`src/inc/pnsr_map.svh`:
```
`ifndef PNSR_MAP_SVH
`define PNSR_MAP_SVH
// I/O addresses of the ports.
`define PNSR_ADDR_SPKR 10'h061
`define PNSR_ADDR_NMIMASK 10'h070
`define PNSR_ADDR_SYSCTL 10'h092
`define PNSR_ADDR_SHADOW 10'h09F
// System control port fields.
`define PNSR_SYS_RST_BIT 0
`define PNSR_SYS_A20_BIT 1
// Speaker and NMI port fields.
`define PNSR_SPK_GATE_BIT 0
`define PNSR_SPK_DATA_BIT 1
`define PNSR_SPK_PAR_EN_BIT 2
`define PNSR_SPK_CHK_EN_BIT 3
`define PNSR_SPK_REF_BIT 4
`define PNSR_SPK_PAR_ST_BIT 7
`define PNSR_SPK_CHK_ST_BIT 6
`define PNSR_NMI_MASK_BIT 7
// Shadow unlock counts and reset values.
`define PNSR_UNLOCK_RER 4'h8
`define PNSR_UNLOCK_WPR 4'h9
`define PNSR_SHD_RST 6'h00
`define PNSR_SHD_PAD 2'b11
// Shadowable blocks start at 64K block 0A; ROM blocks are 0E and 0F, duplicated at FE and FF.
`define PNSR_SHD_BASE 8'h0A
`define PNSR_ROM_BLK_LO 8'h0E
`define PNSR_ROM_DUP_LO 8'hFE
`define PNSR_TEST_CFG_A 3'b000
`define PNSR_TEST_CFG_B 3'b100
`endif

```
`src/inc/pnsr_pkg.sv`:
```
package pnsr_pkg;
	// One bus cycle strobe event seen by the ports.
	typedef struct packed {
		logic rd;
		logic wr;
		logic [9:0] addr;
		logic [7:0] data;
	} pnsr_io_s;
	// Memory decode outputs of the shadow logic.
	typedef struct packed {
		logic fast;
		logic row;
		logic col;
		logic rom;
		logic lmeg;
	} pnsr_mem_s;
endpackage

```
`src/hdl/pnsr_ctrl.sv`:
```
`timescale 1ns/100ps
`include "pnsr_map.svh"
// What this block does
// Gated address 20 follows CPU bit 20 when gate input or control bit 1 high.
// Address bit 0 flows slot to peripheral when DMA enable high, else reverse.
// Control port at 92h; bit 0 drives soft reset, bit 1 alternate gate.
// Control bits clear on reset; reads return zero in bits 2 to 7.
// Speaker and NMI port at 61h is read/write, controls speaker and NMI masks.
// Reading 61h returns refresh status, speaker data and NMI source status.
// NMI from parity error or channel check low, each gated by its enable.
// NMI masked after reset; write 70h bit 7 low unmasks, high masks.
// Two 6-bit shadow registers work only while shadow map select is high.
// Space 0A0000h to 0FFFFFh is six 64K blocks, one bit each.
// Eight writes to 9Fh unlock; ninth loads read-enable, tenth write-protect.
// Unlock counter clears on other writes, any read, reset, tenth write.
// Reads of 9Fh alternate read-enable then write-protect; writes clear pointer.
// Shadow registers clear on reset; bits 6 and 7 read as one.
// Config select 000 or 100 puts every output in high impedance test mode.
// Shadow map select low means normal decode, no shadow-caused strobes.
// Read-enabled block goes to shadow RAM with fast and column strobes.
// Shadow read with read-enable asserts fast, row, column and lmeg, ROM select only in ROM blocks; clear means normal read.
// Write with read-enable clear is slow outside ROM blocks 0E-0F and FE-FF; column only if not protected.
// Write with read-enable set is fast; column withheld when protected.
// Fast cycle always for blocks 0E-0F and FE-FF, the only ROM select regions.
// All state updates on the clock, strobes detected once per bus cycle.
module pnsr_ctrl
	import pnsr_pkg::*;
#(
	parameter int SHD_BLOCKS = 6
) (
	input wire logic clk,
	input wire logic rst_b,
	input wire logic cpu_addr_bit20_in,
	input wire logic addr20_gate_in,
	input wire logic dma_addr_enable_n,
	input wire logic slot_addr_bit0_in,
	input wire logic peripheral_addr_bit0_in,
	input wire logic io_write_strobe_n,
	input wire logic io_read_strobe_n,
	input wire logic [9:0] io_addr,
	input wire logic [7:0] io_data_in,
	input wire logic channel_check_n,
	input wire logic parity_error_n,
	input wire logic refresh_n,
	input wire logic shadow_map_select,
	input wire logic [2:0] ram_config_select,
	input wire logic early_ram_write_n,
	input wire logic [7:0] mem_block,
	output logic gated_addr_bit20,
	output logic gated_addr_bit20_oe,
	output logic soft_reset_out,
	output logic soft_reset_oe,
	output logic slot_addr_bit0_out,
	output logic slot_addr_bit0_oe,
	output logic peripheral_addr_bit0_out,
	output logic peripheral_addr_bit0_oe,
	output logic [7:0] io_data_out,
	output logic io_data_oe,
	output logic nmi_out,
	output logic nmi_oe,
	output logic speaker_out,
	output logic speaker_oe,
	output pnsr_mem_s mem_out,
	output logic mem_oe
);
	// ==================================================================
	// Input synchronisers.
	// ==================================================================
	logic [15:0] s1_q, s2_q;
	logic [9:0] a1_q, a2_q;
	logic [7:0] d1_q, d2_q;
	logic [15:0] s_in;
	logic iow, ior, chk, par, refr, test_mode;
	logic iow_prev_q, ior_prev_q;
	pnsr_io_s io;

	// The raw pin group feeding the two-stage synchroniser.
	always_comb begin
		s_in = {io_write_strobe_n, io_read_strobe_n, channel_check_n, parity_error_n,
			refresh_n, shadow_map_select, ram_config_select, early_ram_write_n, 6'h00};
	end

	// Two flip-flops on the strobe, status, select and I/O address and data pins before use; only the second is read.
	always_ff @(posedge clk or negedge rst_b) begin
		if (!rst_b) begin
			s1_q <= 16'hFFFF;
			s2_q <= 16'hFFFF;
			a1_q <= 10'h000;
			a2_q <= 10'h000;
			d1_q <= 8'h00;
			d2_q <= 8'h00;
			iow_prev_q <= 1'b0;
			ior_prev_q <= 1'b0;
		end else begin
			s1_q <= s_in;
			s2_q <= s1_q;
			a1_q <= io_addr;
			a2_q <= a1_q;
			d1_q <= io_data_in;
			d2_q <= d1_q;
			iow_prev_q <= iow;
			ior_prev_q <= ior;
		end
	end

	// Strobe levels and single-cycle events per bus cycle.
	always_comb begin
		iow = ~s2_q[15];
		ior = ~s2_q[14];
		chk = ~s2_q[13];
		par = ~s2_q[12];
		refr = ~s2_q[11];
		test_mode = (s2_q[9:7] == `PNSR_TEST_CFG_A) || (s2_q[9:7] == `PNSR_TEST_CFG_B);
		io.wr = iow & ~iow_prev_q;
		io.rd = ior & ~ior_prev_q;
		io.addr = a2_q;
		io.data = d2_q;
	end

	// ==================================================================
	// Port registers, NMI mask and shadow registers.
	// ==================================================================
	logic [1:0] sys_q, sys_d;
	logic [3:0] spk_q, spk_d;
	logic nmi_mask_q, nmi_mask_d;
	logic [SHD_BLOCKS-1:0] rer_q, rer_d, wpr_q, wpr_d;
	logic [3:0] unlock_q, unlock_d;
	logic rptr_q, rptr_d;
	logic [7:0] rdat_q, rdat_d;
	logic rdv_q, rdv_d;
	logic wr_shd;

	// Next-state logic for every register of the port group.
	always_comb begin
		sys_d = sys_q;
		spk_d = spk_q;
		nmi_mask_d = nmi_mask_q;
		rer_d = rer_q;
		wpr_d = wpr_q;
		unlock_d = unlock_q;
		rptr_d = rptr_q;
		rdat_d = rdat_q;
		rdv_d = ior & rdv_q;
		wr_shd = io.wr && (io.addr == `PNSR_ADDR_SHADOW);
		if (io.wr) begin
			rptr_d = 1'b0;
			if (io.addr == `PNSR_ADDR_SYSCTL) begin
				sys_d = io.data[1:0];
			end
			if (io.addr == `PNSR_ADDR_SPKR) begin
				spk_d = io.data[3:0];
			end
			if (io.addr == `PNSR_ADDR_NMIMASK) begin
				nmi_mask_d = io.data[`PNSR_NMI_MASK_BIT];
			end
			if (!wr_shd || unlock_q == `PNSR_UNLOCK_WPR) begin
				unlock_d = 4'h0;
			end else begin
				unlock_d = unlock_q + 4'h1;
			end
			if (wr_shd && unlock_q == `PNSR_UNLOCK_RER) begin
				rer_d = io.data[SHD_BLOCKS-1:0];
			end
			if (wr_shd && unlock_q == `PNSR_UNLOCK_WPR) begin
				wpr_d = io.data[SHD_BLOCKS-1:0];
			end
		end
		if (io.rd) begin
			unlock_d = 4'h0;
			rdv_d = 1'b1;
			rdat_d = 8'h00;
			case (io.addr)
				`PNSR_ADDR_SYSCTL: begin
					rdat_d = {6'h00, sys_q};
				end
				`PNSR_ADDR_SPKR: begin
					rdat_d = {par & spk_q[2], chk & spk_q[3], 1'b0, refr, spk_q};
				end
				`PNSR_ADDR_SHADOW: begin
					rdat_d = {`PNSR_SHD_PAD, rptr_q ? wpr_q : rer_q};
					rptr_d = ~rptr_q;
				end
				default: begin
					rdv_d = 1'b0;
				end
			endcase
		end
	end

	// Register the port group; all clear on reset except the NMI mask, which sets.
	always_ff @(posedge clk or negedge rst_b) begin
		if (!rst_b) begin
			sys_q <= 2'b00;
			spk_q <= 4'h0;
			nmi_mask_q <= 1'b1;
			rer_q <= `PNSR_SHD_RST;
			wpr_q <= `PNSR_SHD_RST;
			unlock_q <= 4'h0;
			rptr_q <= 1'b0;
			rdat_q <= 8'h00;
			rdv_q <= 1'b0;
		end else begin
			sys_q <= sys_d;
			spk_q <= spk_d;
			nmi_mask_q <= nmi_mask_d;
			rer_q <= rer_d;
			wpr_q <= wpr_d;
			unlock_q <= unlock_d;
			rptr_q <= rptr_d;
			rdat_q <= rdat_d;
			rdv_q <= rdv_d;
		end
	end

	// ==================================================================
	// Pin outputs and shadow decode.
	// ==================================================================
	logic [7:0] blk_idx;
	logic in_shd, is_rom, re_bit, wp_bit, rd_cyc;
	pnsr_mem_s dec;

	// Shadow decode of the current memory block.
	always_comb begin
		blk_idx = mem_block - `PNSR_SHD_BASE;
		in_shd = (mem_block >= `PNSR_SHD_BASE) && (blk_idx < 8'(SHD_BLOCKS));
		is_rom = (mem_block[7:1] == 7'(`PNSR_ROM_BLK_LO >> 1))
			|| (mem_block[7:1] == 7'(`PNSR_ROM_DUP_LO >> 1));
		re_bit = in_shd ? rer_q[blk_idx[2:0]] : is_rom & rer_q[SHD_BLOCKS-1];
		wp_bit = in_shd ? wpr_q[blk_idx[2:0]] : is_rom & wpr_q[SHD_BLOCKS-1];
		rd_cyc = s2_q[6];
		dec = '0;
		if (s2_q[10] && (in_shd || is_rom)) begin
			dec.row = 1'b1;
			if (re_bit) begin
				dec.fast = 1'b1;
				dec.rom = is_rom;
				dec.lmeg = 1'b1;
				dec.col = rd_cyc | ~wp_bit;
			end else if (!rd_cyc) begin
				dec.rom = is_rom;
				dec.col = ~wp_bit;
			end
		end
		if (is_rom) begin
			dec.fast = 1'b1;
		end
	end

	// Combinational pin drive; test mode disables every enable.
	always_comb begin
		gated_addr_bit20 = cpu_addr_bit20_in & (addr20_gate_in | sys_q[`PNSR_SYS_A20_BIT]);
		soft_reset_out = sys_q[`PNSR_SYS_RST_BIT];
		slot_addr_bit0_out = peripheral_addr_bit0_in;
		peripheral_addr_bit0_out = slot_addr_bit0_in;
		peripheral_addr_bit0_oe = dma_addr_enable_n & ~test_mode;
		slot_addr_bit0_oe = ~dma_addr_enable_n & ~test_mode;
		nmi_out = ~nmi_mask_q & ((par & spk_q[`PNSR_SPK_PAR_EN_BIT])
			| (chk & spk_q[`PNSR_SPK_CHK_EN_BIT]));
		speaker_out = spk_q[`PNSR_SPK_GATE_BIT] & spk_q[`PNSR_SPK_DATA_BIT];
		io_data_out = rdat_q;
		io_data_oe = rdv_q & ~test_mode;
		mem_out = dec;
		gated_addr_bit20_oe = ~test_mode;
		soft_reset_oe = ~test_mode;
		nmi_oe = ~test_mode;
		speaker_oe = ~test_mode;
		mem_oe = ~test_mode;
	end
endmodule

```
`config.mk`:
```
export PLATFORM = sky130hd
export DESIGN_NAME = pnsr_ctrl
export DESIGN_NICKNAME = d
export VERILOG_FILES = /design/src/inc/pnsr_pkg.sv /design/src/hdl/pnsr_ctrl.sv
export VERILOG_INCLUDE_DIRS = /design/src /design/src/inc
export SDC_FILE = /design/constraint.sdc
export NUM_CORES = 1
export LEC_CHECK = 0
export BUFFER_PORTS_ARGS = -buffer_cell sky130_fd_sc_hd__buf_2
export CAP_MARGIN = 25
export CORE_MARGIN = 5
export CORE_UTILIZATION = 58
export CTS_CLUSTER_SIZE = 12
export DETAILED_ROUTE_END_ITERATION = 10
export PLACE_DENSITY = 0.86
export RECOVER_POWER = 50
export SYNTH_ARGS = -nofsm -noshare
export SYNTH_HDL_FRONTEND = slang
export SYNTH_SLANG_ARGS = --single-unit
export TNS_END_PERCENT = 100
```
`constraint.sdc`:
```
create_clock -name clk -period 4.3 [get_ports clk]
set_clock_uncertainty 0.2 [all_clocks]
set_input_delay 0.86 -clock clk [delete_from_list [all_inputs] [get_ports clk]]
set_output_delay 0.86 -clock clk [all_outputs]
set_load 0.02 [all_outputs]
```
## Word-level counts from Yosys, hierarchy flattened

Cells that the tools add are included.

| word-level totals | value |
|---|---|
| bits in registers | 103 |
| input bits | 43 |
| output and inout port bits | 27 |
| word-level logic and storage cells | 98 |

| cells by class | value |
|---|---|
| $add $sub $neg | 2 |
| order comparisons | 3 |
| equality and inequality tests | 9 |
| multiplexer cells | 21 |
| bitwise logic cells | 28 |
| reduce and logical (&&, ||, !) cells | 18 |

Operators by type and width:

| cell | number |
|---|---|
| 8-bit case mux with 3 select lines | 1 |
| 10-bit by 7-bit == test with 1-bit output, second input constant | 2 |
| 10-bit by 8-bit == test with 1-bit output, second input constant | 2 |
| 1-bit bitwise AND | 13 |
| 4-bit 2-to-1 mux | 3 |
| 1-bit inverter | 12 |
| 1-bit 2-to-1 mux | 11 |
| 2-bit AND reduction | 5 |
| 4-bit == test, second input constant | 2 |
| 8-bit by 4-bit greater-or-equal comparator with 1-bit output, second input constant | 1 |
| 8-bit by 3-bit less-than comparator with 1-bit output, second input constant | 1 |
| 8-bit by 4-bit subtractor with 8-bit output, second input constant | 1 |
| 7-bit by 3-bit == test with 1-bit output, second input constant | 1 |
| 7-bit == test, second input constant | 1 |
| 1-bit binary-select mux with 3-bit select | 2 |
| 6-bit 2-to-1 mux | 1 |
| 1-bit logical AND | 5 |
| 5-bit 2-to-1 mux | 1 |
| 4-bit by 1-bit adder with 4-bit output, second input constant | 1 |
| 1-bit logical OR | 4 |
| 3-bit by 4-bit less-than comparator with 1-bit output, second input constant | 1 |
| 2-bit 2-to-1 mux | 2 |
| 3-bit == test, second input constant | 1 |
| 3-bit logical NOT | 1 |
| other kinds (4) | 6 |

## Depth between registers and ports, before layout

| logic depth | value |
|---|---|
| depth in word-level cells | 9 |
| gate-level depth with buffers | 7 |

## Worst setup path after synthesis

Ideal clock, no wire load.

| timing path | value |
|---|---|
| path kind | input to output |
| start point | in mem_block[1] |
| end point | out mem_out[1] (netlist bit) |
| arrival time | 2529 ps |
| required time | 3240 ps |
| setup slack | 711 ps |
| cell stages on the path | 7 |
| buffers on the path | 0 |
| cells stage by stage | inv_1 ha_1 nor2_1 nor4b_1 a22oi_1 mux2_2 a21oi_1 |

RTL lines:

| element | line | source |
|---|---|---|
| start, declared | pnsr_ctrl.sv:48 | `input wire logic [7:0] mem_block,` |
| end, declared | pnsr_ctrl.sv:63 | `output pnsr_mem_s mem_out,` |

==> summary.md <==
| Metric | Value |
|---|---|
| Most frequent cells in the layout | `dfrtp_1 (68), buf_2 (62), mux2_2 (17), dfstp_2 (17), nor2_1 (16)` |
| Power Internal | `between 1000 and 1500 uW` |
| Post-Syn Area | `between 3000 and 4000 um2` |
| Syn nets | `299` |
| Initial antenna violation count | `0` |
| DIE AREA | `7500 um2` |
| P&R area growth vs syn | `16.3%` |
| Routed WL | `around 6 mm` |
| Switching part of the total | `roughly a quarter` |
| Worst-Skew Late Latency | `between 300 and 400 ps` |
| Final Hold Vio Count | `0` |
| Largest net degree at the start of global routing | `88` |
| PortBufs | `between 60 and 70` |
| Power density over the cells | `391 nW/um2` |
| CP Capture Type | `output pin` |
| Clk root buf | `clkbuf_8` |
| H-tree Lvls | `3` |
| Synth Area per Inst | `around 14 um2` |
| Relative slew slack | `-18.6%` |
| Share of cells above drive strength 1 | `roughly 40%` |
| Core Rows | `27` |
| Post-CTS Setup Bufs | `0` |
| Ys Warns | `0` |
| Vias in the first global route | `~2100` |
| Psw | `~360 uW` |
| # fillers | `approximately 390` |
| Die W | `86.6 um` |
| GPL Wtd Cong | `about 0.83` |
| DPL Wire Length | `4.31 mm` |
| Clk pin slew, worst setup/hold paths | `80 ps` |
| WP data arrival | `between 2000 and 3000 ps` |
| Yosys cell types | `44` |
| Setup crit start kind | `input pin` |
| Worst VDD drop | `0.000341 V` |
| Congestion Overflow GR | `0` |
| Slew @ Worst Pin | `roughly 1800 ps` |
| Worst Slack Setup Final | `458 ps` |
| Drt wl/cell | `15.2 um` |
| DR pass1 iterations | `4` |
| Clock share of power | `approximately 37%` |
| Max-slew violation count | `39` |
| Fin crit period | `3840 ps` |
| DR iter-0 viols | `about 110` |
| Initial Util | `approximately three fifths` |
| # Max-Cap Violations | `1` |
| Comb power frac | `around 6.1%` |
| Cts bufs inserted | `9` |
| Sink Count | `87` |
| Post-Layout Cell Count | `392` |
| Crit Path Max Fanout | `6` |
| Hold Path Class | `reg2reg` |
| DP Worst Slack | `462 ps` |
| Placed cell count | `approximately 380` |
| Gr usage total | `approximately 18%` |
| Status | `finished with violations` |
| Number of antenna diodes | `0` |
| Die height | `roughly 87 um` |
| DRT antenna net count | `0` |
| RSZ-0062 raised after global routing | `false` |
| Hold buffers post-CTS | `0` |
| CTS tree | `yes` |
| Longest Clk Path Bufs | `2` |
| First-pass GRT wire length | `between 9 and 10 mm` |
| Boundary Pins | `70` |
| Commonest non-fill, non-tap cell in the layout | `dfrtp_1` |
| Gate Count Post-Synth | `251` |
| Sequential share of the synthesized area | `64.7%` |
| Fin crit share | `89.3%` |
| # nets final | `roughly 360` |
| Flop pwr share | `a little under three fifths` |
| Vias | `2129` |
| Cts repair resizes | `0` |
| DR vias/cell | `5.43` |
| F_max | `roughly 0.26 GHz` |
| Failing checks | `capacitance limit, slew limit` |
| Drc violations | `0` |
| Yosys reg bits | `87` |
| Core ar. | `between 5000 and 6000 um2` |
| Setup TNS | `0 ps` |
| Req. time, crit path | `around 3200 ps` |
| Crit Path Category | `in2out` |
| Leakage power | `around 0.0018 uW` |
| Final setup viols | `0` |
==> path summary, 6_finish.rpt <==
path,start,endpoint,slack [ps],cells past startpoint
setup / recovery,mem_block[1],mem_out[1],460,9
hold / removal,d1_q[4]$_DFF_PN0_,d2_q[4]$_DFF_PN0_,150,0
setup reg to reg,a2_q[5]$_DFF_PN0_,rer_q[4]$_DFFE_PN0P_,1880,4
hold reg to reg,d1_q[4]$_DFF_PN0_,d2_q[4]$_DFF_PN0_,150,0
max in group asynchronous,rst_b,d1_q[4]$_DFF_PN0_,1210,2
min in group asynchronous,rst_b,a1_q[0]$_DFF_PN0_,770,1
==> sequential cells by signal, indices dropped and copies added, names as in the netlist <==
signal / count
a1_q: 10
sys_q: 2
nmi_mask_q: 1
wpr_q: 6
io_data_out: 8
ior_prev_q: 1
a2_q: 10
d2_q: 7
spk_q: 4
s2_q: 9
rer_q: 6
iow_prev_q: 1
s1_q: 9
rptr_q: 1
unlock_q: 4
d1_q: 7
rdv_q: 1
==> Yosys cell counts, drive strengths merged <==
library cell | count | area, um2
a211o | 1 | 8.76
a21boi | 2 | 15.0
a21o | 2 | 15.0
a21oi | 14 | 70.1
a22oi | 3 | 22.5
a31oi | 2 | 12.5
and2 | 3 | 18.8
and3 | 4 | 25.0
and3b | 3 | 26.3
and4bb | 1 | 12.5
buf | 7 | 56.3
clkbuf | 5 | 18.8
dfrtp | 68 | 1700
dfstp | 19 | 499
ha | 5 | 62.6
inv | 9 | 33.8
mux2 | 23 | 282
mux2i | 5 | 50.1
mux4 | 2 | 45.0
nand2 | 11 | 41.3
nand2b | 2 | 12.5
nand3 | 10 | 50.1
nand3b | 2 | 15.0
nand4 | 2 | 18.8
nand4b | 1 | 8.76
nor2 | 16 | 60.1
nor2b | 2 | 12.5
nor3 | 1 | 5.00
nor3b | 1 | 18.8
nor4 | 2 | 12.5
nor4b | 2 | 17.5
o21a | 5 | 37.5
o21ai | 5 | 25.0
o221ai | 3 | 26.3
o311ai | 1 | 8.76
o41ai | 2 | 17.5
or2 | 2 | 12.5
or3 | 1 | 6.26
or4 | 1 | 11.3
xnor2 | 1 | 8.76
==> metrics by stage <==
stage | total power (uW) | hold slack (ps) | utilization (%) | cell area (um2)
global route | 1610 | 154 | 70.5 | 3960
global placement | 983 | 133 | 66.7 | 3740
floorplan | 936 | 131 | - | 3400
finish | 1550 | 151 | 70.5 | 3960
CTS | 1560 | 146 | 70.5 | 3950
detailed placement | 988 | 135 | 66.7 | 3740
==> power by group through the flow <==
stage,sequential [uW],clock [uW],combinational (uW)
after floorplan,897,0,39.5
after global placement,890,0,92.8
after detailed placement,892,0,95.9
after CTS,876,592,96.3
after global routing,880,626,105
final,875,577,94.3
==> area by class of cell <==
type	instances	area (um2)	area share (%)
repair buffers	65	327	8.26
well taps	72	90.1	2.28
flip-flops and latches	87	2200	55.6
multi-input cells	143	1090	27.6
clock inverters	6	73.8	1.87
clock buffers	10	138	3.48
inverters	9	33.8	0.854
==> kinds of logic after synthesis <==
group | count (synthesis) | share of synthesized area (%)
AOI/OAI and AO/OA | 40 | 7.61
xor gates and xnor gates | 1 | 0.257
adders and majority gates | 5 | 1.84
buffers and inverters | 21 | 3.20
DFF | 87 | 64.7
muxes | 30 | 11.1
and+or+nand+nor | 67 | 11.3
==> worst max-delay path, stage by stage <==
cell	delay (ps)
buf_2	130
inv_1	70
ha_1	370
nor2_1	160
nor4b_1	70
a22oi_1	420
mux2_2	390
a21oi_1	130
buf_2	170
==> per-layer routing <==
metal / wire length (um) / up-vias / global-route usage (%)
met5: 0 / - / 0
met1: 2490 / 1032 / 20.8
met4: 147 / 0 / 8.78
li1: - / 1012 / -
met2: 2940 / 68 / 28.7
met3: 387 / 17 / 5.99
Power figures use the tool's default switching activity.
